**config.mk**
```make
export PLATFORM = sky130hd
export DESIGN_NAME = qdm_pin_mux
export DESIGN_NICKNAME = d
export VERILOG_FILES = /design/src/core/qdm_pkg.sv /design/src/core/qdm_pin_cell.sv /design/src/core/qdm_pin_mux.sv
export VERILOG_INCLUDE_DIRS = /design/src /design/src/core
export SDC_FILE = /design/constraint.sdc
export NUM_CORES = 1
export LEC_CHECK = 0
export ABC_AREA = 1
export BUFFER_PORTS_ARGS = -buffer_cell sky130_fd_sc_hd__buf_2
export CAP_MARGIN = 0
export CORE_ASPECT_RATIO = 0.9
export CORE_UTILIZATION = 45
export CTS_BUF_LIST = sky130_fd_sc_hd__clkbuf_8
export CTS_CLUSTER_SIZE = 40
export DETAILED_ROUTE_END_ITERATION = 8
export MAX_ROUTING_LAYER = met4
export PLACE_DENSITY = 0.75
export SLEW_MARGIN = 0
export SYNTH_ARGS = -nofsm -noshare
export SYNTH_HDL_FRONTEND = slang
export SYNTH_SLANG_ARGS = --single-unit
```
**constraint.sdc**
```tcl
create_clock -name mclk -period 3.25 [get_ports mclk]
set_clock_uncertainty 0.15 [all_clocks]
set_input_delay 0.4875 -clock mclk [delete_from_list [all_inputs] [get_ports mclk]]
set_output_delay 0.4875 -clock mclk [all_outputs]
set_load 0.005 [all_outputs]
```
**src/core/qdm_consts.svh**
```systemverilog
// Constants for the quadrature decoder pin multiplexer
`ifndef QDM_CONSTS_SVH
`define QDM_CONSTS_SVH

// Port C pull-up enable register
`define QDM_PU_WIDTH 16
`define QDM_PU_PHASE_B_BIT 1
`define QDM_PU_IDX_BIT 2
`define QDM_PU_RESET 16'hFFFF

// Reset values of the per-pin selection fields
`define QDM_SEL_RESET 1'h0
`define QDM_DIR_RESET 1'h0
`define QDM_DOUT_RESET 1'h0

// Pad and routed-input values while in reset
`define QDM_OE_RESET 1'h0
`define QDM_PAD_OUT_RESET 1'h0
`define QDM_PULL_RESET 1'h1
`define QDM_IN_RESET 1'h1
`define QDM_IDLE_LEVEL 1'h1

// SPI data path idle values
`define QDM_BIT_RESET 1'h0
`define QDM_SCK_RESET 1'h0
`define QDM_SS_N_RESET 1'h1

`endif

```
**src/core/qdm_pkg.sv**
```systemverilog
// Types shared by the quadrature decoder pin multiplexer
package qdm_pkg;

    // Function currently given to a shared pin
    typedef enum logic [4:0] {
        QDM_FN_NONE  = 5'h01,
        QDM_FN_QUAD  = 5'h02,
        QDM_FN_TIMER = 5'h04,
        QDM_FN_SPI   = 5'h08,
        QDM_FN_GPIO  = 5'h10
    } qdm_fn_e;

    // Whether a function has been chosen since reset
    typedef enum logic [1:0] {
        QDM_ST_UNSET = 2'h1,
        QDM_ST_LIVE  = 2'h2
    } qdm_st_e;

    // Software selection for one pin
    typedef struct packed {
        logic spi_alt;
        logic timer_sel;
        logic gpio_mode;
        logic dir;
        logic dout;
    } qdm_pin_cfg_s;

    // What the pad cell receives
    typedef struct packed {
        logic dout;
        logic oe;
        logic pull;
    } qdm_pad_s;

    // GPIO wins over the alternate bit, which wins over the timer
    function automatic qdm_fn_e qdm_pick_fn(input logic live,
                                            input qdm_pin_cfg_s cfg);
        qdm_fn_e fn;
        fn = QDM_FN_QUAD;
        if (!live) begin
            fn = QDM_FN_NONE;
        end else if (cfg.gpio_mode) begin
            fn = QDM_FN_GPIO;
        end else if (cfg.spi_alt) begin
            fn = QDM_FN_SPI;
        end else if (cfg.timer_sel) begin
            fn = QDM_FN_TIMER;
        end
        return fn;
    endfunction

endpackage

```
**src/core/qdm_pin_cell.sv**
```systemverilog
// One shared pin: output steering and input routing per function
`timescale 1ns/10ps
`include "qdm_consts.svh"

module qdm_pin_cell (
    // Clock and reset
    input wire logic mclk,
    input wire logic nrst,
    // Selection
    input qdm_pkg::qdm_fn_e fn,
    input wire logic pull_en,
    input wire logic gpio_dir,
    input wire logic gpio_dout,
    // Peripheral drive
    input wire logic tmr_out,
    input wire logic tmr_oe,
    input wire logic spi_out,
    input wire logic spi_oe,
    // Pad
    input wire logic pin_in,
    output qdm_pkg::qdm_pad_s pad,
    // Routed inputs
    output logic quad_in,
    output logic tmr_in,
    output logic spi_in,
    output logic gpio_in
);
    import qdm_pkg::*;

    wire is_quad = (fn == QDM_FN_QUAD);
    wire is_tmr = (fn == QDM_FN_TIMER);
    wire is_spi = (fn == QDM_FN_SPI);
    wire is_gpio = (fn == QDM_FN_GPIO);

    // Only the chosen function may drive; quadrature is input only
    wire next_oe = (is_tmr & tmr_oe) | (is_spi & spi_oe) |
                   (is_gpio & gpio_dir);
    wire next_dout = is_tmr ? tmr_out :
                     is_spi ? spi_out :
                     is_gpio ? gpio_dout : `QDM_PAD_OUT_RESET;

    // Unselected consumers see the idle (pulled-up) level
    wire next_quad = is_quad ? pin_in : `QDM_IDLE_LEVEL;
    wire next_tmr = is_tmr ? pin_in : `QDM_IDLE_LEVEL;
    wire next_spi = is_spi ? pin_in : `QDM_IDLE_LEVEL;
    wire next_gpio = is_gpio ? pin_in : `QDM_IDLE_LEVEL;

    // Pad drive, pull-up and routed inputs are all registered
    always_ff @(posedge mclk) begin
        if (!nrst) begin
            pad.oe <= `QDM_OE_RESET;
            pad.dout <= `QDM_PAD_OUT_RESET;
            pad.pull <= `QDM_PULL_RESET;
            quad_in <= `QDM_IN_RESET;
            tmr_in <= `QDM_IN_RESET;
            spi_in <= `QDM_IN_RESET;
            gpio_in <= `QDM_IN_RESET;
        end else begin
            pad.oe <= next_oe;
            pad.dout <= next_dout;
            pad.pull <= pull_en;
            quad_in <= next_quad;
            tmr_in <= next_tmr;
            spi_in <= next_spi;
            gpio_in <= next_gpio;
        end
    end

endmodule

```
**src/core/qdm_pin_mux.sv**
```systemverilog
// Pin multiplexer for the phase-B and index pins of port C
//
// How it works
// - Full variant: phase-B pin feeds decoder 1 phase B after reset.
// - Full variant: index pin feeds decoder 1 index after reset.
// - Quadrature function selected: phase-B pin drives decoder 1 phase B.
// - Quadrature function selected: index pin drives decoder 1 index.
// - Reduced variant: no function after reset until software chooses.
// - Phase-B alternate bit set connects pin to serial MOSI unless GPIO mode is also set.
// - Index alternate bit set connects pin to serial MISO unless GPIO mode is also set.
// - Clearing pull-up bit 1 disables the phase-B pull-up.
// - Clearing pull-up bit 2 disables the index pull-up.
// - In GPIO mode each pin has its own direction.
// - Master drives MOSI half a clock before the slave samples.
// - Slave drives MISO half a clock before the master samples.
// - Slave MISO is released whenever slave select is not asserted.
// - Slave treats asserted slave select as transfer addressed to it.
`timescale 1ns/10ps
`include "qdm_consts.svh"

module qdm_pin_mux #(
    parameter bit FULL_VARIANT = 1'b1,
    parameter int PU_W = `QDM_PU_WIDTH
) (
    // Clock and reset
    input wire logic mclk,
    input wire logic nrst,

    // Configuration, loaded on cfg_wr
    input wire logic cfg_wr,
    input qdm_pkg::qdm_pin_cfg_s cfg_phase_b,
    input qdm_pkg::qdm_pin_cfg_s cfg_idx,
    input wire logic [PU_W-1:0] cfg_pullup,

    // Status
    output qdm_pkg::qdm_fn_e phase_b_fn,
    output qdm_pkg::qdm_fn_e idx_fn,
    output logic mux_live,
    output logic [1:0] pin_select_register,

    // Phase-B pad
    input wire logic phase_b_pin_in,
    output logic phase_b_pin_out,
    output logic phase_b_pin_oe,
    output logic phase_b_pullup,

    // Index pad
    input wire logic idx_pin_in,
    output logic idx_pin_out,
    output logic idx_pin_oe,
    output logic idx_pullup,

    // Quadrature decoder 1 inputs
    output logic quad_phase_b_in,
    output logic quad_idx_in,

    // Timer B channels 1 and 2
    input wire logic timer_b_chan_one_out,
    input wire logic timer_b_chan_one_oe,
    output logic timer_b_chan_one_in,
    input wire logic timer_b_chan_two_out,
    input wire logic timer_b_chan_two_oe,
    output logic timer_b_chan_two_in,

    // Port C general-purpose inputs
    output logic port_c_line_one,
    output logic port_c_line_two,

    // Serial interface 1 data path
    input wire logic spi_master,
    input wire logic spi_cpol,
    input wire logic spi_sck,
    input wire logic spi_ss_n,
    input wire logic spi_tx_bit,
    output logic spi_tx_take,
    output logic spi_rx_bit,
    output logic spi_rx_valid,
    output logic spi_addressed
);
    import qdm_pkg::*;

    // Configuration registers
    qdm_pin_cfg_s cfg_b;
    qdm_pin_cfg_s cfg_i;
    logic [PU_W-1:0] port_c_pullup_enable;
    qdm_st_e state;
    qdm_st_e next_state;

    // SPI sampling registers
    logic sck_q;
    logic sck_prev;
    logic ss_n_q;
    logic ss_n_prev;
    logic tx_q;

    // Per-pin routed SPI inputs from the cells
    logic b_spi_in;
    logic i_spi_in;

    // Named views of the alternate-select bits
    wire phase_b_spi_select = cfg_b.spi_alt;
    wire idx_spi_select = cfg_i.spi_alt;

    // Reduced variant waits for a first configuration write
    always_comb begin
        next_state = state;
        case (state)
            QDM_ST_UNSET: begin
                if (cfg_wr) begin
                    next_state = QDM_ST_LIVE;
                end
            end
            QDM_ST_LIVE: begin
                next_state = QDM_ST_LIVE;
            end
            default: begin
                next_state = QDM_ST_UNSET;
            end
        endcase
    end

    // Full variant comes out of reset already live
    wire live = (state == QDM_ST_LIVE);
    wire next_live = (next_state == QDM_ST_LIVE);

    // Function decode, shared by both pins
    wire qdm_fn_e fn_b = qdm_pick_fn(live, cfg_b);
    wire qdm_fn_e fn_i = qdm_pick_fn(live, cfg_i);

    // Alternate bits clear at reset so quadrature is the default in the full variant
    always_ff @(posedge mclk) begin
        if (!nrst) begin
            cfg_b <= '0;
            cfg_i <= '0;
            port_c_pullup_enable <= PU_W'(`QDM_PU_RESET);
            state <= FULL_VARIANT ? QDM_ST_LIVE : QDM_ST_UNSET;
        end else begin
            if (cfg_wr) begin
                cfg_b <= cfg_phase_b;
                cfg_i <= cfg_idx;
                port_c_pullup_enable <= cfg_pullup;
            end
            state <= next_state;
        end
    end

    // Status flops; function code and select bits lag the configuration by one cycle
    always_ff @(posedge mclk) begin
        if (!nrst) begin
            phase_b_fn <= QDM_FN_NONE;
            idx_fn <= QDM_FN_NONE;
            mux_live <= `QDM_SEL_RESET;
            pin_select_register <= '0;
        end else begin
            phase_b_fn <= fn_b;
            idx_fn <= fn_i;
            mux_live <= next_live;
            pin_select_register <= {idx_spi_select, phase_b_spi_select};
        end
    end

    // Pull-up enables come from their own bits of the port C register
    wire pull_b = port_c_pullup_enable[`QDM_PU_PHASE_B_BIT];
    wire pull_i = port_c_pullup_enable[`QDM_PU_IDX_BIT];

    // Clock and select sampled once; inputs are synchronous already
    always_ff @(posedge mclk) begin
        if (!nrst) begin
            // Seed with the pin so an idle-high clock gives no false edge
            sck_q <= spi_sck;
            sck_prev <= spi_sck;
            ss_n_q <= `QDM_SS_N_RESET;
            ss_n_prev <= `QDM_SS_N_RESET;
        end else begin
            sck_q <= spi_sck;
            sck_prev <= sck_q;
            ss_n_q <= spi_ss_n;
            ss_n_prev <= ss_n_q;
        end
    end

    // Edge decode; polarity picks which edge samples and which launches
    wire sck_rise = sck_q & ~sck_prev;
    wire sck_fall = ~sck_q & sck_prev;
    wire sample_edge = spi_cpol ? sck_fall : sck_rise;
    wire launch_edge = spi_cpol ? sck_rise : sck_fall;
    wire ss_fall = ~ss_n_q & ss_n_prev;

    // A slave answers only while its select is asserted
    wire slave_sel = ~spi_master & ~ss_n_q;
    wire spi_active = spi_master | slave_sel;

    // New bit goes out on select fall or the launch edge, half a clock before sampling
    wire tx_load = spi_active & (launch_edge | ss_fall);
    wire rx_load = spi_active & sample_edge;

    // Master samples MISO, slave samples MOSI
    wire rx_src = spi_master ? i_spi_in : b_spi_in;

    // Outgoing and incoming serial bits
    always_ff @(posedge mclk) begin
        if (!nrst) begin
            tx_q <= `QDM_BIT_RESET;
            spi_tx_take <= `QDM_BIT_RESET;
            spi_rx_bit <= `QDM_BIT_RESET;
            spi_rx_valid <= `QDM_BIT_RESET;
            spi_addressed <= `QDM_BIT_RESET;
        end else begin
            if (tx_load) begin
                tx_q <= spi_tx_bit;
            end
            spi_tx_take <= tx_load;
            if (rx_load) begin
                spi_rx_bit <= rx_src;
            end
            spi_rx_valid <= rx_load;
            spi_addressed <= slave_sel;
        end
    end

    // MOSI is driven only by a master
    wire b_spi_oe = spi_master;
    // MISO stays released unless this slave is selected
    wire i_spi_oe = slave_sel;

    qdm_pad_s pad_b;
    qdm_pad_s pad_i;

    // Phase-B pin: quadrature phase B, timer channel 1, MOSI or GPIO
    qdm_pin_cell u_phase_b (
        .mclk(mclk),
        .nrst(nrst),
        .fn(fn_b),
        .pull_en(pull_b),
        .gpio_dir(cfg_b.dir),
        .gpio_dout(cfg_b.dout),
        .tmr_out(timer_b_chan_one_out),
        .tmr_oe(timer_b_chan_one_oe),
        .spi_out(tx_q),
        .spi_oe(b_spi_oe),
        .pin_in(phase_b_pin_in),
        .pad(pad_b),
        .quad_in(quad_phase_b_in),
        .tmr_in(timer_b_chan_one_in),
        .spi_in(b_spi_in),
        .gpio_in(port_c_line_one)
    );

    // Index pin: quadrature index, timer channel 2, MISO or GPIO
    qdm_pin_cell u_idx (
        .mclk(mclk),
        .nrst(nrst),
        .fn(fn_i),
        .pull_en(pull_i),
        .gpio_dir(cfg_i.dir),
        .gpio_dout(cfg_i.dout),
        .tmr_out(timer_b_chan_two_out),
        .tmr_oe(timer_b_chan_two_oe),
        .spi_out(tx_q),
        .spi_oe(i_spi_oe),
        .pin_in(idx_pin_in),
        .pad(pad_i),
        .quad_in(quad_idx_in),
        .tmr_in(timer_b_chan_two_in),
        .spi_in(i_spi_in),
        .gpio_in(port_c_line_two)
    );

    // Pad fields are flops inside the cells; these are plain wires
    assign phase_b_pin_out = pad_b.dout;
    assign phase_b_pin_oe = pad_b.oe;
    assign phase_b_pullup = pad_b.pull;
    assign idx_pin_out = pad_i.dout;
    assign idx_pin_oe = pad_i.oe;
    assign idx_pullup = pad_i.pull;

endmodule

```
Word-level counts from Yosys, hierarchy flattened

Index checks and enable logic that the tools add are counted.
W data, S select, Z words.

Flip-flop bits (word level): 51
Latch bits: 0
Memory bits (writable): 0
Bits in read-only memories: 0
Input bits: 40
Output and inout port bits: 29
Logic and storage cells: 100
Memories: 0

$add $sub $neg: 0
$mul: 0
Divide/modulo/power cells: 0
Order comparisons: 0
Equal/unequal tests: 11
Shift operators: 0
Muxes and demuxes: 20
Bitwise gates (word level): 22
Reduce and logical (&&, ||, !) cells: 8

Operator list:

| operator             | count |
|---|---|
| $mux W5              | 4 |
| $reduce_and A2 Y1    | 8 |
| $and A1 B1 Y1        | 12 |
| $eq A5 B2 Y1 const B | 2 |
| $eq A5 B3 Y1 const B | 2 |
| $eq A5 B4 Y1 const B | 2 |
| $eq A5 B5 Y1 const B | 2 |
| $mux W1              | 10 |
| $mux W4              | 2 |
| $mux W3              | 2 |
| $or A1 B1 Y1         | 6 |
| $eq A2 B2 Y1 const B | 2 |
| $not A1 Y1           | 4 |
| $pmux W2 S2          | 1 |
| $eq A2 B1 Y1 const B | 1 |
| $mux W2              | 1 |

Depth between registers and ports, before layout

Gate-level depths: netlist of the first run.

Word-level depth: 8
Depth in mapped cells: 7
Mapped depth without buffers: 7

By module

A second synthesis of the first run with hierarchy kept.

Cells, all modules: 231
Area, all modules: 1911.8 µm²

By module, submodules not included:

| module       | times used | cells an instance | area an instance (µm²) | sequential area each (µm²) |
|---|---|---|---|---|
| qdm_pin_mux  | 1          | 153               | 1301.2                 | 700.7 |
| qdm_pin_cell | 2          | 39                | 305.3                  | 140.1 |

Least setup slack after synthesis of the first run

No wires, ideal clock.

Kind: register to register
Start point: register state[0]
End point: register state[1]
Setup time: 126 ps
Data arrival time: 1065 ps
Required time: 2974 ps
Setup slack: 1909 ps
Stages on the path, launching flop included: 6
Buffers on the path: 1
Clock period less this slack: 1341 ps
Cells stage by stage: dfxtp_1 inv_1 ha_1 buf_4 o31ai_2 nand2_1

Longest elaborated chain between the ends: 2
Elaborated cells between the ends (all ways): 3
Those cells by class: 2 x eq/ne; 1 x mux

RTL lines:

| item                                         | RTL line           | RTL |
|---|---|---|
| start, declared                              | qdm_pin_mux.sv:86  | `qdm_st_e state;` |
| start signal, assigned                       | qdm_pin_mux.sv:136 | `state <= FULL_VARIANT ? QDM_ST_LIVE : QDM_ST_UNSET;` |
| start signal, assigned                       | qdm_pin_mux.sv:143 | `state <= next_state;` |
| $eq A2 B2 Y1 or $eq A2 B1 Y1 (tied branches) | qdm_pin_mux.sv:107 | `case (state)` |
| $pmux W2 S2 *                                | qdm_pin_mux.sv:107 |  |

Mark *: on every way between the ends. The rest lies on a longest branch, timed or not.
A chain may end at the register's enable or synchronous reset.

Final worst setup path of the first run

Start point: register state[1]
End point: register u_idx.quad_in

Longest elaborated chain between the ends: 4

RTL lines:

| item                        | RTL line           | RTL |
|---|---|---|
| $eq A2 B2 Y1                | qdm_pin_mux.sv:123 | `wire live = (state == QDM_ST_LIVE);` |
| $mux W5                     | qdm_pkg.sv:40      | `if (!live) begin` |
| $eq A5 B2 Y1                | qdm_pin_cell.sv:30 | `wire is_quad = (fn == QDM_FN_QUAD);` |
| $reduce_and A2 Y1 (no line) | -                  |  |
| end signal, assigned        | qdm_pin_cell.sv:54 | `` quad_in <= `QDM_IN_RESET; `` |
| end signal, assigned        | qdm_pin_cell.sv:62 | `quad_in <= next_quad;` |
| end, declared               | qdm_pin_cell.sv:23 | `output logic quad_in,` |

No other way between the ends.

==> summary.md, run 1 <==
| Metric | Value |
|---|---|
| Die area | `3910 µm²` |
| Peak supply drop | `0.415 mV` |
| FP Rows | `20` |
| Placed inst area | `1930 µm²` |
| GPL Wtd Cong | `0.781` |
| Vias in the first global route | `1,158` |
| Pleak | `0.998 nW` |
| Minimum clock period | `1.66 ns` |
| Flops & latches, synth | `49` |
| Routed wire length | `3070 µm` |
| Yosys warning total | `0` |
| DR DRC count | `0` |
| Filler Cell Count | `308` |
| Drt pass-1 iters | `4` |
| Global-route wire length before repair | `5040 µm` |
| ANT nets after route | `0` |
| Slew Viols, Final | `0` |
| Initial DRC count | `48` |
| Root buffer cell | `clkbuf_8` |
| Pwr dens | `583 nW/µm²` |
| Hold path endpoint | `sck_q` |
| RSZ-0062 raised after global routing | `no` |
| Hold Crit Depth | `1` |
| Clock Path Buffers | `2` |
| Post-CTS setup buffer count | `0` |
| Status | `complete, no violations` |
| Final worst slack | `1.59 ns` |
| Fmax | `604 MHz` |
| Die height | `59.5 µm` |
| Minimum hold slack | `0.151 ns` |
| Worst-Margin Slew | `0.513 ns` |
| Largest net degree at the start of global routing | `21` |
| CP Capture Type | `flip-flop` |
| Final Cycle Share | `50.9%` |
| Maxcap violations | `0` |
| Setup WS pre-CTS | `1.47 ns` |
| Sequential element share of the synthesized area | `59.4%` |
| I/O pin total | `69` |
| Core Box Area | `3430 µm²` |
| Initial antenna violation count | `0` |
| Chip width | `65.8 µm` |
| Synth cell types | `21` |
| Starting Density | `48.1%` |
| Post-Synthesis Cell Area | `1650 µm²` |
| Setup CP Type | `reg2reg` |
| Final TNS setup | `0 ns` |
| Design Area, Final | `2010 µm²` |
| Startpoint class of the critical path | `flip-flop` |
| Worst-Skew Late Latency | `0.30 ns` |
| Layout Area Growth over Synthesis | `22.0%` |
| Setup crit start | `state[1]` |
| Grt ovf | `0` |
| Worst R2R Setup Slack | `1.59 ns` |
| Post-CTS Resized | `0` |
| Clk sinks | `49` |
| Vias after detailed routing | `1,337` |
| Post-CTS Hold Buffers | `0` |
| CTS tree | `built` |
| DP HPWL | `2250 µm` |
| Final setup fails | `0` |
| CP Max Fanout | `14` |
| Arrival @ worst endpoint | `1.68 ns` |
| Critical R2R Launch | `state[1]` |
| Hold path start | `spi_sck` |
| Post-synthesis cell count | `189` |
| Layout Nets | `285` |
| DR vias/cell | `4.64` |
| Avg Inst Size Synth | `8.73 µm²` |
| PortBufs | `54` |
| Reg-to-reg endpoint | `u_idx.quad_in` |
| # H-tree levels | `2` |
| Ratio of cells with drive above 1 in the final layout | `27.9%` |
| Headroom to the max-slew limit | `65.8%` |
| Reg2Reg Depth | `4` |
| Final Hold Fails | `0` |
| CP Data Required Time | `3.28 ns` |
| CTS Buf Count | `5` |
| Design Power | `1.17 mW` |
| Overall Global Routing Usage | `18.3%` |
| Syn nets | `231` |
| WL/cell | `10.7 µm` |
| Clock-pin slew on the worst setup and hold paths | `0.08 ns` |
| Hold WC Path Type | `in2reg` |
| Antenna cells | `0` |
[final cells by class]
type                    count  area [µm²]  area share, %
clock inverters             3        11.3          0.559
well taps                  44        55.1           2.73
clock buffers               5        68.8           3.42
flip-flops and latches     49         981           48.7
inverters                  20        75.1           3.73
multi-input cells         113         552           27.4
repair buffers             54         270           13.4
[worst max path at each step]
stage	cells after the start	to
after detailed placement	4	u_phase_b.tmr_in
after global placement	3	ss_n_q
after global routing	5	u_phase_b.pad[1]
final	4	u_idx.quad_in
after floorplan	5	state[1]
after CTS	4	u_idx.quad_in
[state kept, by name (all words and copies together) (netlist names), 2 cells and up]
register / count
phase_b_fn: 5
cfg_b: 4
cfg_i: 4
idx_fn: 4
u_idx.pad: 3
u_phase_b.pad: 3
pin_select_register: 2
port_c_pullup_enable: 2
state: 2
[critical path: stages (launching register included)]
cell,delay (ns)
dfxtp_1,0.37
ha_1,0.50
nand2_2,0.19
nor4_2,0.24
nand2_1,0.09
[power by group]
group          total [mW]  internal (mW)  switching (mW)  leakage, nW
clock network       0.323          0.144           0.180       0.0519
logic               0.180         0.0717           0.109        0.543
registers           0.670          0.647          0.0236        0.403
[cells in the mapped netlist]
cell type	count	area share, %
nor3_1	1	0.30
nor4_2	2	1.5
ha_1	2	1.5
nand4_1	4	1.5
inv_1	20	4.5
buf_4	3	1.4
o31ai_2	1	0.76
nor2_2	1	0.38
nand3_2	1	0.61
nor3_2	2	1.2
dfxtp_1	49	59
nor2_1	32	7.3
o21ai_1	1	0.30
o21ai_0	14	4.2
nand2_2	1	0.38
nand2_1	30	6.8
nand3_1	11	3.3
a31oi_1	2	0.76
or2_2	1	0.38
a21oi_1	7	2.1
buf_2	4	1.2
[cell usage in the layout (no fill, tap or decap)]
cell type / netlist / final
a31oi_1: 2 / 2
o21ai_1: 1 / 1
nor2_2: 1 / 1
o31ai_2: 1 / 1
a21oi_1: 7 / 7
nand2_1: 30 / 30
clkbuf_8: 0 / 5
o21ai_0: 14 / 14
nor2_1: 32 / 32
nor4_2: 2 / 2
nor3_2: 2 / 2
nand4_1: 4 / 4
nand2_2: 1 / 1
nand3_2: 1 / 1
dfxtp_1: 49 / 49
inv_1: 20 / 23
nor3_1: 1 / 1
buf_2: 4 / 54
ha_1: 2 / 2
or2_2: 1 / 1
nand3_1: 11 / 11
[through the flow]
stage / util [%] / instances
2_1_floorplan: - / 189
3_3_place_gp: 56.4 / 280
3_5_place_dp: 56.4 / 280
4_1_cts: 58.7 / 288
5_1_grt: 58.7 / 288
6_report: 58.7 / 288
[layer usage]
layer / share of wire [%] / up-vias / global-route usage, %
met3: 6.4 / 6 / 7.12
met2: 44 / 40 / 26.2
met5: 0 / - / -
li1: - / 709 / -
met1: 48 / 582 / 23.2
met4: 1.5 / 0 / 6.52
[cells by family (layout without fill, tap and decap cells)]
logic type	after synthesis	after routing	share of synthesized area, %
AOI/OAI and AO/OA	25	25	8.19
buffers and inverters	27	82	7.13
DFF	49	49	59.4
and+or+nand+nor	86	86	23.7
adders and majority gates	2	2	1.52
Note: power is estimated with default switching activity, not from simulation.
==> inputs of run 2 (changes only) <==
--- a/config.mk
+++ b/config.mk
@@ -10,12 +10,12 @@
 export BUFFER_PORTS_ARGS = -buffer_cell sky130_fd_sc_hd__buf_2
 export CAP_MARGIN = 0
 export CORE_ASPECT_RATIO = 0.9
-export CORE_UTILIZATION = 45
+export CORE_UTILIZATION = 44
 export CTS_BUF_LIST = sky130_fd_sc_hd__clkbuf_8
 export CTS_CLUSTER_SIZE = 40
 export DETAILED_ROUTE_END_ITERATION = 8
 export MAX_ROUTING_LAYER = met4
-export PLACE_DENSITY = 0.75
+export PLACE_DENSITY = 0.76
 export SLEW_MARGIN = 0
 export SYNTH_ARGS = -nofsm -noshare
 export SYNTH_HDL_FRONTEND = slang
==> constraint.sdc (replaced) <==
create_clock -name mclk -period 1.4 [get_ports mclk]
set_clock_uncertainty 0.15 [all_clocks]
set_input_delay 0.21 -clock mclk [delete_from_list [all_inputs] [get_ports mclk]]
set_output_delay 0.21 -clock mclk [all_outputs]
set_load 0.005 [all_outputs]
==> summary.md, run 2 (synthesis results as in run 1) <==
| Metric | Value |
|---|---|
| Largest net degree at the start of global routing | `16 (-24%)` |
| Final setup fails | `0 (unchanged)` |
| Final worst slack | `0.0523 ns (-1.54 ns)` |
| Setup WS pre-CTS | `-0.0403 ns (-1.51 ns)` |
| Headroom to the max-slew limit | `72.5% (+6.7 points)` |
| CTS Buf Count | `5 (unchanged)` |
| Vias in the first global route | `1,351 (+17%)` |
| Vias after detailed routing | `1,461 (+9.3%)` |
| Ratio of cells with drive above 1 in the final layout | `32.1% (+4.2 points)` |
| Initial DRC count | `83 (+73%)` |
| Die area | `4000 µm² (+2.2%)` |
| Non-Filler Instances | `315 (+9.4%)` |
| Slowest-stage cell, CP | `dfxtp_1` |
| Placed inst area | `2020 µm² (+4.5%)` |
| Pleak | `1.14 nW (+14%)` |
| Sw Ratio | `25.7% (-0.88 points)` |
| Maxcap violations | `0 (unchanged)` |
| Final Cycle Share | `96.3% (+45 points)` |
| Pwr dens | `1380 nW/µm² (+140%)` |
| # H-tree levels | `2 (unchanged)` |
| CTS tree | `built` |
| Peak supply drop | `1.11 mV (+170%)` |
| Most frequent cells in the layout | `54 x buf_2, 48 x dfxtp_1, 30 x nand2_1` |
| Worst-Margin Slew | `0.412 ns (-0.101 ns)` |
| ANT nets after route | `0 (unchanged)` |
| Status | `complete, no violations` |
| DP HPWL | `2510 µm (+12%)` |
| Startpoint class of the critical path | `flip-flop` |
| Met3 wire len | `165 µm (-16%)` |
| Fmax | `742 MHz (+23%)` |
| Clock-pin slew on the worst setup and hold paths | `0.08 ns (about the same)` |
| Global-route wire length before repair | `5870 µm (+16%)` |
| Power share of the clock group | `32.2% (+4.7 points)` |
| Final TNS setup | `0 ns (unchanged)` |
| DR top layer | `met4` |
| Core Box Area | `3480 µm² (+1.5%)` |
| CP Capture Type | `flip-flop` |
| I/O pin total | `69 (unchanged)` |
| Layout Area Growth over Synthesis | `42.5%` |
| FP Rows | `20 (unchanged)` |
| Final design utilization | `67.6% (+8.9 points)` |
| Initial antenna violation count | `0 (unchanged)` |
| PortBufs | `54 (unchanged)` |
| Drt pass-1 iters | `4 (unchanged)` |
| Minimum clock period | `1.35 ns (-0.308 ns)` |
| Minimum hold slack | `0.0449 ns (-0.106 ns)` |
| DR DRC count | `0 (unchanged)` |
| Setup CP Type | `reg2reg` |
| Clk sinks | `49 (unchanged)` |
| DR vias/cell | `4.64 (about the same)` |
| Design Power | `3.24 mW (+180%)` |
| Met2 routed WL | `1840 µm (+36%)` |
| Largest register FFs | `5 (unchanged)` |
| Overall Global Routing Usage | `20.7% (+2.4 points)` |
| Root buffer cell | `clkbuf_8` |
| Slew Viols, Final | `0 (unchanged)` |
| Placed Cells | `290 (+3.6%)` |
| Crit-path cells | `inv_1 -> ha_4 -> buf_4 -> o31ai_2 -> nand2_1` |
| Psw | `832 µW (+170%)` |
| Routed wire length | `3650 µm (+19%)` |
| Commonest non-fill, non-tap cell in the layout | `buf_2` |
| Antenna cells | `0 (unchanged)` |
| Grt ovf | `0 (unchanged)` |
| Top reg by flops | `phase_b_fn` |
| CP Max Fanout | `8 (-6)` |
| Starting Density | `47.4% (-0.69 points)` |
| WL/cell | `11.6 µm (+8.8%)` |
| Power Internal | `2.40 mW (+180%)` |
| Hold WC Path Type | `in2reg` |
| Power share of the sequential group | `48.3% (-8.8 points)` |
| Metal-1 WL | `1610 µm (+9.4%)` |
| Chip width | `66.6 µm (+1.1%)` |
| RSZ-0062 raised after global routing | `yes` |
| Die height | `60.1 µm (+1.1%)` |
| GPL Wtd Cong | `0.789 (+1.0%)` |
| Worst-Skew Late Latency | `0.30 ns (about the same)` |
| CP Data Required Time | `1.43 ns (-1.85 ns)` |
| Power share of the combinational group | `19.5% (+4.1 points)` |
| Post-CTS setup buffer count | `0 (unchanged)` |
| CP max stage delay | `0.33 ns (-0.17 ns)` |
| Design Area, Final | `2350 µm² (+17%)` |
| Arrival @ worst endpoint | `1.38 ns (-0.30 ns)` |
| Final Hold Fails | `0 (unchanged)` |
| Clock Path Buffers | `2 (unchanged)` |
| Layout Nets | `312 (+9.5%)` |
## run 2: cell types whose count changed in the layout (fill, tap and decap cells not counted), moves of 3 or more
cell,previous run,this run
dlygate4sd3_1,0,17
nor2_2,1,4
nor2_1,32,29
buf_4,0,9
inv_1,23,20
## run 2: power groups by stage
stage,registers [mW],clock network (mW),logic [mW]
finish,1.56,1.04,0.632
global route,1.57,1.11,0.693
CTS,1.55,1.05,0.583
detailed placement,1.58,0,0.537
global placement,1.58,0,0.522
floorplan,1.59,0,0.289
## run 2: what timing repair did
action	CTS	global route
resized for setup	1	8
cloned	0	0
pin swaps	0	1
endpoints found under the setup margin	11	11
hold endpoints to repair	24	0
hold buffers	17	0
## run 2: layout make-up
class | instances | area, µm²
multi-input combinational | 113 | 591
timing repair buffer | 81 | 528
fill | 306 | 1130
clock inverter | 2 | 37.5
clock buffer | 6 | 82.6
tap | 44 | 55.1
sequential | 49 | 982
inverter | 20 | 75.1
## run 2: metal layers
layer	GRT usage, %	vias to the layer above
li1	-	763
met1	23.2	661
met2	35.5	31
met3	5.53	6
met4	7.29	0
met5	-	-
## run 2: path summary, 6_finish.rpt
path | startpoint | endpoint | slack, ns | depth (start not counted)
worst min register to register | port_c_pullup_enable[2] | u_idx.pad[0] | 0.28 | 2
worst max register to register | state[0] | state[1] | 0.05 | 5
worst min-delay path | timer_b_chan_two_out | u_idx.pad[2] | 0.04 | 3
worst max-delay path | state[0] | state[1] | 0.05 | 5
## run 2: critical path: cells and delay by family (launching register included)
kind,cells,cell delay [ns]
AOI/OAI and AO/OA,1,0.25
adders and majority gates,1,0.20
buffers and inverters,2,0.23
DFF,1,0.33
and+or+nand+nor,1,0.07
==> inputs of run 3 (changes only) <==
--- a/config.mk
+++ b/config.mk
@@ -15,7 +15,8 @@
 export CTS_CLUSTER_SIZE = 40
 export DETAILED_ROUTE_END_ITERATION = 8
 export MAX_ROUTING_LAYER = met4
-export PLACE_DENSITY = 0.76
+export PLACE_DENSITY = 0.88
+export RECOVER_POWER = 100
 export SLEW_MARGIN = 0
 export SYNTH_ARGS = -nofsm -noshare
 export SYNTH_HDL_FRONTEND = slang
==> summary.md, run 3 (synthesis results as in run 1) <==
| Metric | Value |
|---|---|
| Layout Area Growth over Synthesis | `40.2%` |
| Headroom to the max-slew limit | `77.5% (+5.0 points)` |
| Largest net degree at the start of global routing | `15 (-1)` |
| Commonest non-fill, non-tap cell in the layout | `buf_2` |
| I/O pin total | `69 (unchanged)` |
| Maxcap violations | `0 (unchanged)` |
| Minimum clock period | `1.34 ns (-0.00526 ns)` |
| Clk sinks | `49 (unchanged)` |
| Post-CTS setup buffer count | `0 (unchanged)` |
| Core Box Area | `3480 µm² (unchanged)` |
| Vias in the first global route | `1,454 (+7.6%)` |
| DR DRC count | `0 (unchanged)` |
| Psw | `790 µW (-5.0%)` |
| CTS Buf Count | `5 (unchanged)` |
| Most frequent CP cell | `nand2_1` |
| ANT nets after route | `0 (unchanged)` |
| Overall Global Routing Usage | `20.5% (-0.17 points)` |
| Multi-input gate area | `568 µm² (-3.8%)` |
| FP Rows | `20 (unchanged)` |
| Power Internal | `2.35 mW (-2.2%)` |
| Antenna cells | `0 (unchanged)` |
| Pwr dens | `1360 nW/µm² (-1.3%)` |
| Placed Cells | `290 (unchanged)` |
| PortBufs | `54 (unchanged)` |
| Final Cycle Share | `95.9% (-0.38 points)` |
| Clock-pin slew on the worst setup and hold paths | `0.08 ns (about the same)` |
| Root buffer cell | `clkbuf_8` |
| Hold WC Path Type | `in2reg` |
| CP max stage delay | `0.32 ns (about the same)` |
| Ratio of cells with drive above 1 in the final layout | `31.0% (-1.1 points)` |
| Setup CP Type | `reg2reg` |
| Final TNS setup | `0 ns (unchanged)` |
| Initial DRC count | `67 (-19%)` |
| Power share of the clock group | `32.2% (about the same)` |
| CTS tree | `built` |
| Register area | `982 µm² (unchanged)` |
| Drt pass-1 iters | `4 (unchanged)` |
| Non-Filler Instances | `315 (unchanged)` |
| # H-tree levels | `2 (unchanged)` |
| Slew Viols, Final | `0 (unchanged)` |
| Vias after detailed routing | `1,494 (+2.3%)` |
| WL/cell | `11.6 µm (-0.30%)` |
| Filler Cell Count | `300 (-2.0%)` |
| Status | `complete, no violations` |
| Largest register FFs | `5 (unchanged)` |
| CP Max Fanout | `5 (-3)` |
| Fmax | `745 MHz (+0.39%)` |
| Worst-Skew Late Latency | `0.30 ns (about the same)` |
| Chip width | `66.6 µm (unchanged)` |
| GPL Wtd Cong | `0.833 (+5.6%)` |
| Arrival @ worst endpoint | `1.45 ns (+0.07 ns)` |
| Grt ovf | `0 (unchanged)` |
| Initial antenna violation count | `0 (unchanged)` |
| Pleak | `1.13 nW (-0.90%)` |
| Crit-path cells | `inv_1 -> ha_2 -> buf_4 -> nand3_1 -> nor2_1 -> nand2_1 -> nand2_1` |
| Peak supply drop | `0.759 mV (-32%)` |
| Sw Ratio | `25.1% (-0.56 points)` |
| Startpoint class of the critical path | `flip-flop` |
| Power share of the combinational group | `18.2% (-1.3 points)` |
| Starting Density | `47.4% (unchanged)` |
| Die area | `4000 µm² (unchanged)` |
| Slowest-stage cell, CP | `dfxtp_2` |
| Final Hold Fails | `0 (unchanged)` |
| DR vias/cell | `4.74 (+2.3%)` |
| RSZ-0062 raised after global routing | `yes` |
| Top reg by flops | `phase_b_fn` |
| DP HPWL | `2550 µm (+1.4%)` |
| Die height | `60.1 µm (unchanged)` |
| Most frequent cells in the layout | `52 x buf_2, 48 x dfxtp_1, 31 x nor2_1` |
| Routed wire length | `3640 µm (-0.30%)` |
| Clock Path Buffers | `2 (unchanged)` |
| CP Data Required Time | `1.50 ns (+0.07 ns)` |
| Global-route wire length before repair | `5810 µm (-1.1%)` |
| Final setup fails | `0 (unchanged)` |
| Layout Nets | `312 (unchanged)` |
| CP Capture Type | `flip-flop` |
| Power share of the sequential group | `49.6% (+1.3 points)` |
| Worst-Margin Slew | `0.338 ns (-0.0748 ns)` |
-- run 3: final cells by class --
class | instances | area share [%]
Inverter | 20 | 3.24
Sequential cell | 49 | 42.5
Clock inverter | 2 | 1.46
Timing Repair Buffer | 81 | 22.3
Clock buffer | 6 | 3.57
Tap cell | 44 | 2.38
Multi-Input combinational cell | 113 | 24.6
-- run 3: path summary, 6_finish.rpt --
path | start | end | slack [ns] | cells past startpoint
setup / recovery | state[0] | u_phase_b.pad[1] | 0.06 | 7
hold / removal | cfg_phase_b[2] | cfg_b[2] | 0.04 | 3
setup reg to reg | state[0] | u_phase_b.pad[1] | 0.06 | 7
hold reg to reg | port_c_pullup_enable[2] | u_idx.pad[0] | 0.27 | 2
-- run 3: repair_timing --
item / CTS / global route
hold buffers: 17 / 0
resized for setup: 0 / 7
endpoints found under the hold margin: 24 / 0
setup endpoints to repair: 0 / 11
-- run 3: per-layer routing --
layer  part of all wire (%)  global-route usage, %  routed length, µm
met5                      0                      -                  0
met2                     50                   34.9               1810
met1                     43                   22.3               1570
met3                    4.9                   4.58                180
met4                    2.0                   10.9                 73
-- run 3: stage by stage --
stage,total power [mW],worst slack [ns],utilization (%),area (µm²),hold slack (ns)
after global routing,3.28,-0.0297,66.5,2310,0.0593
after global placement,2.07,0.0344,57.7,2010,0.180
after detailed placement,2.09,0.0278,57.7,2010,0.182
final,3.14,0.0575,66.5,2310,0.0433
after CTS,3.14,0.00994,66.0,2290,0.0363
after floorplan,1.88,0.0589,-,1650,0.0877
-- run 3: critical path: cells and delay by family (launching register included) --
family                   cells  cell delay [ns]
AND/OR/NAND/NOR              4             0.40
buffers and inverters        2             0.21
flip-flops                   1             0.32
adder cells (fa/ha/maj)      1             0.22
-- run 3: power groups by stage --
stage                     clock network [mW]  registers (mW)  logic (mW)
after floorplan                            0            1.59       0.289
after global placement                     0            1.58       0.492
after detailed placement                   0            1.58       0.510
after CTS                               1.03            1.55       0.554
after global routing                    1.09            1.57       0.630
final                                   1.01            1.56       0.571
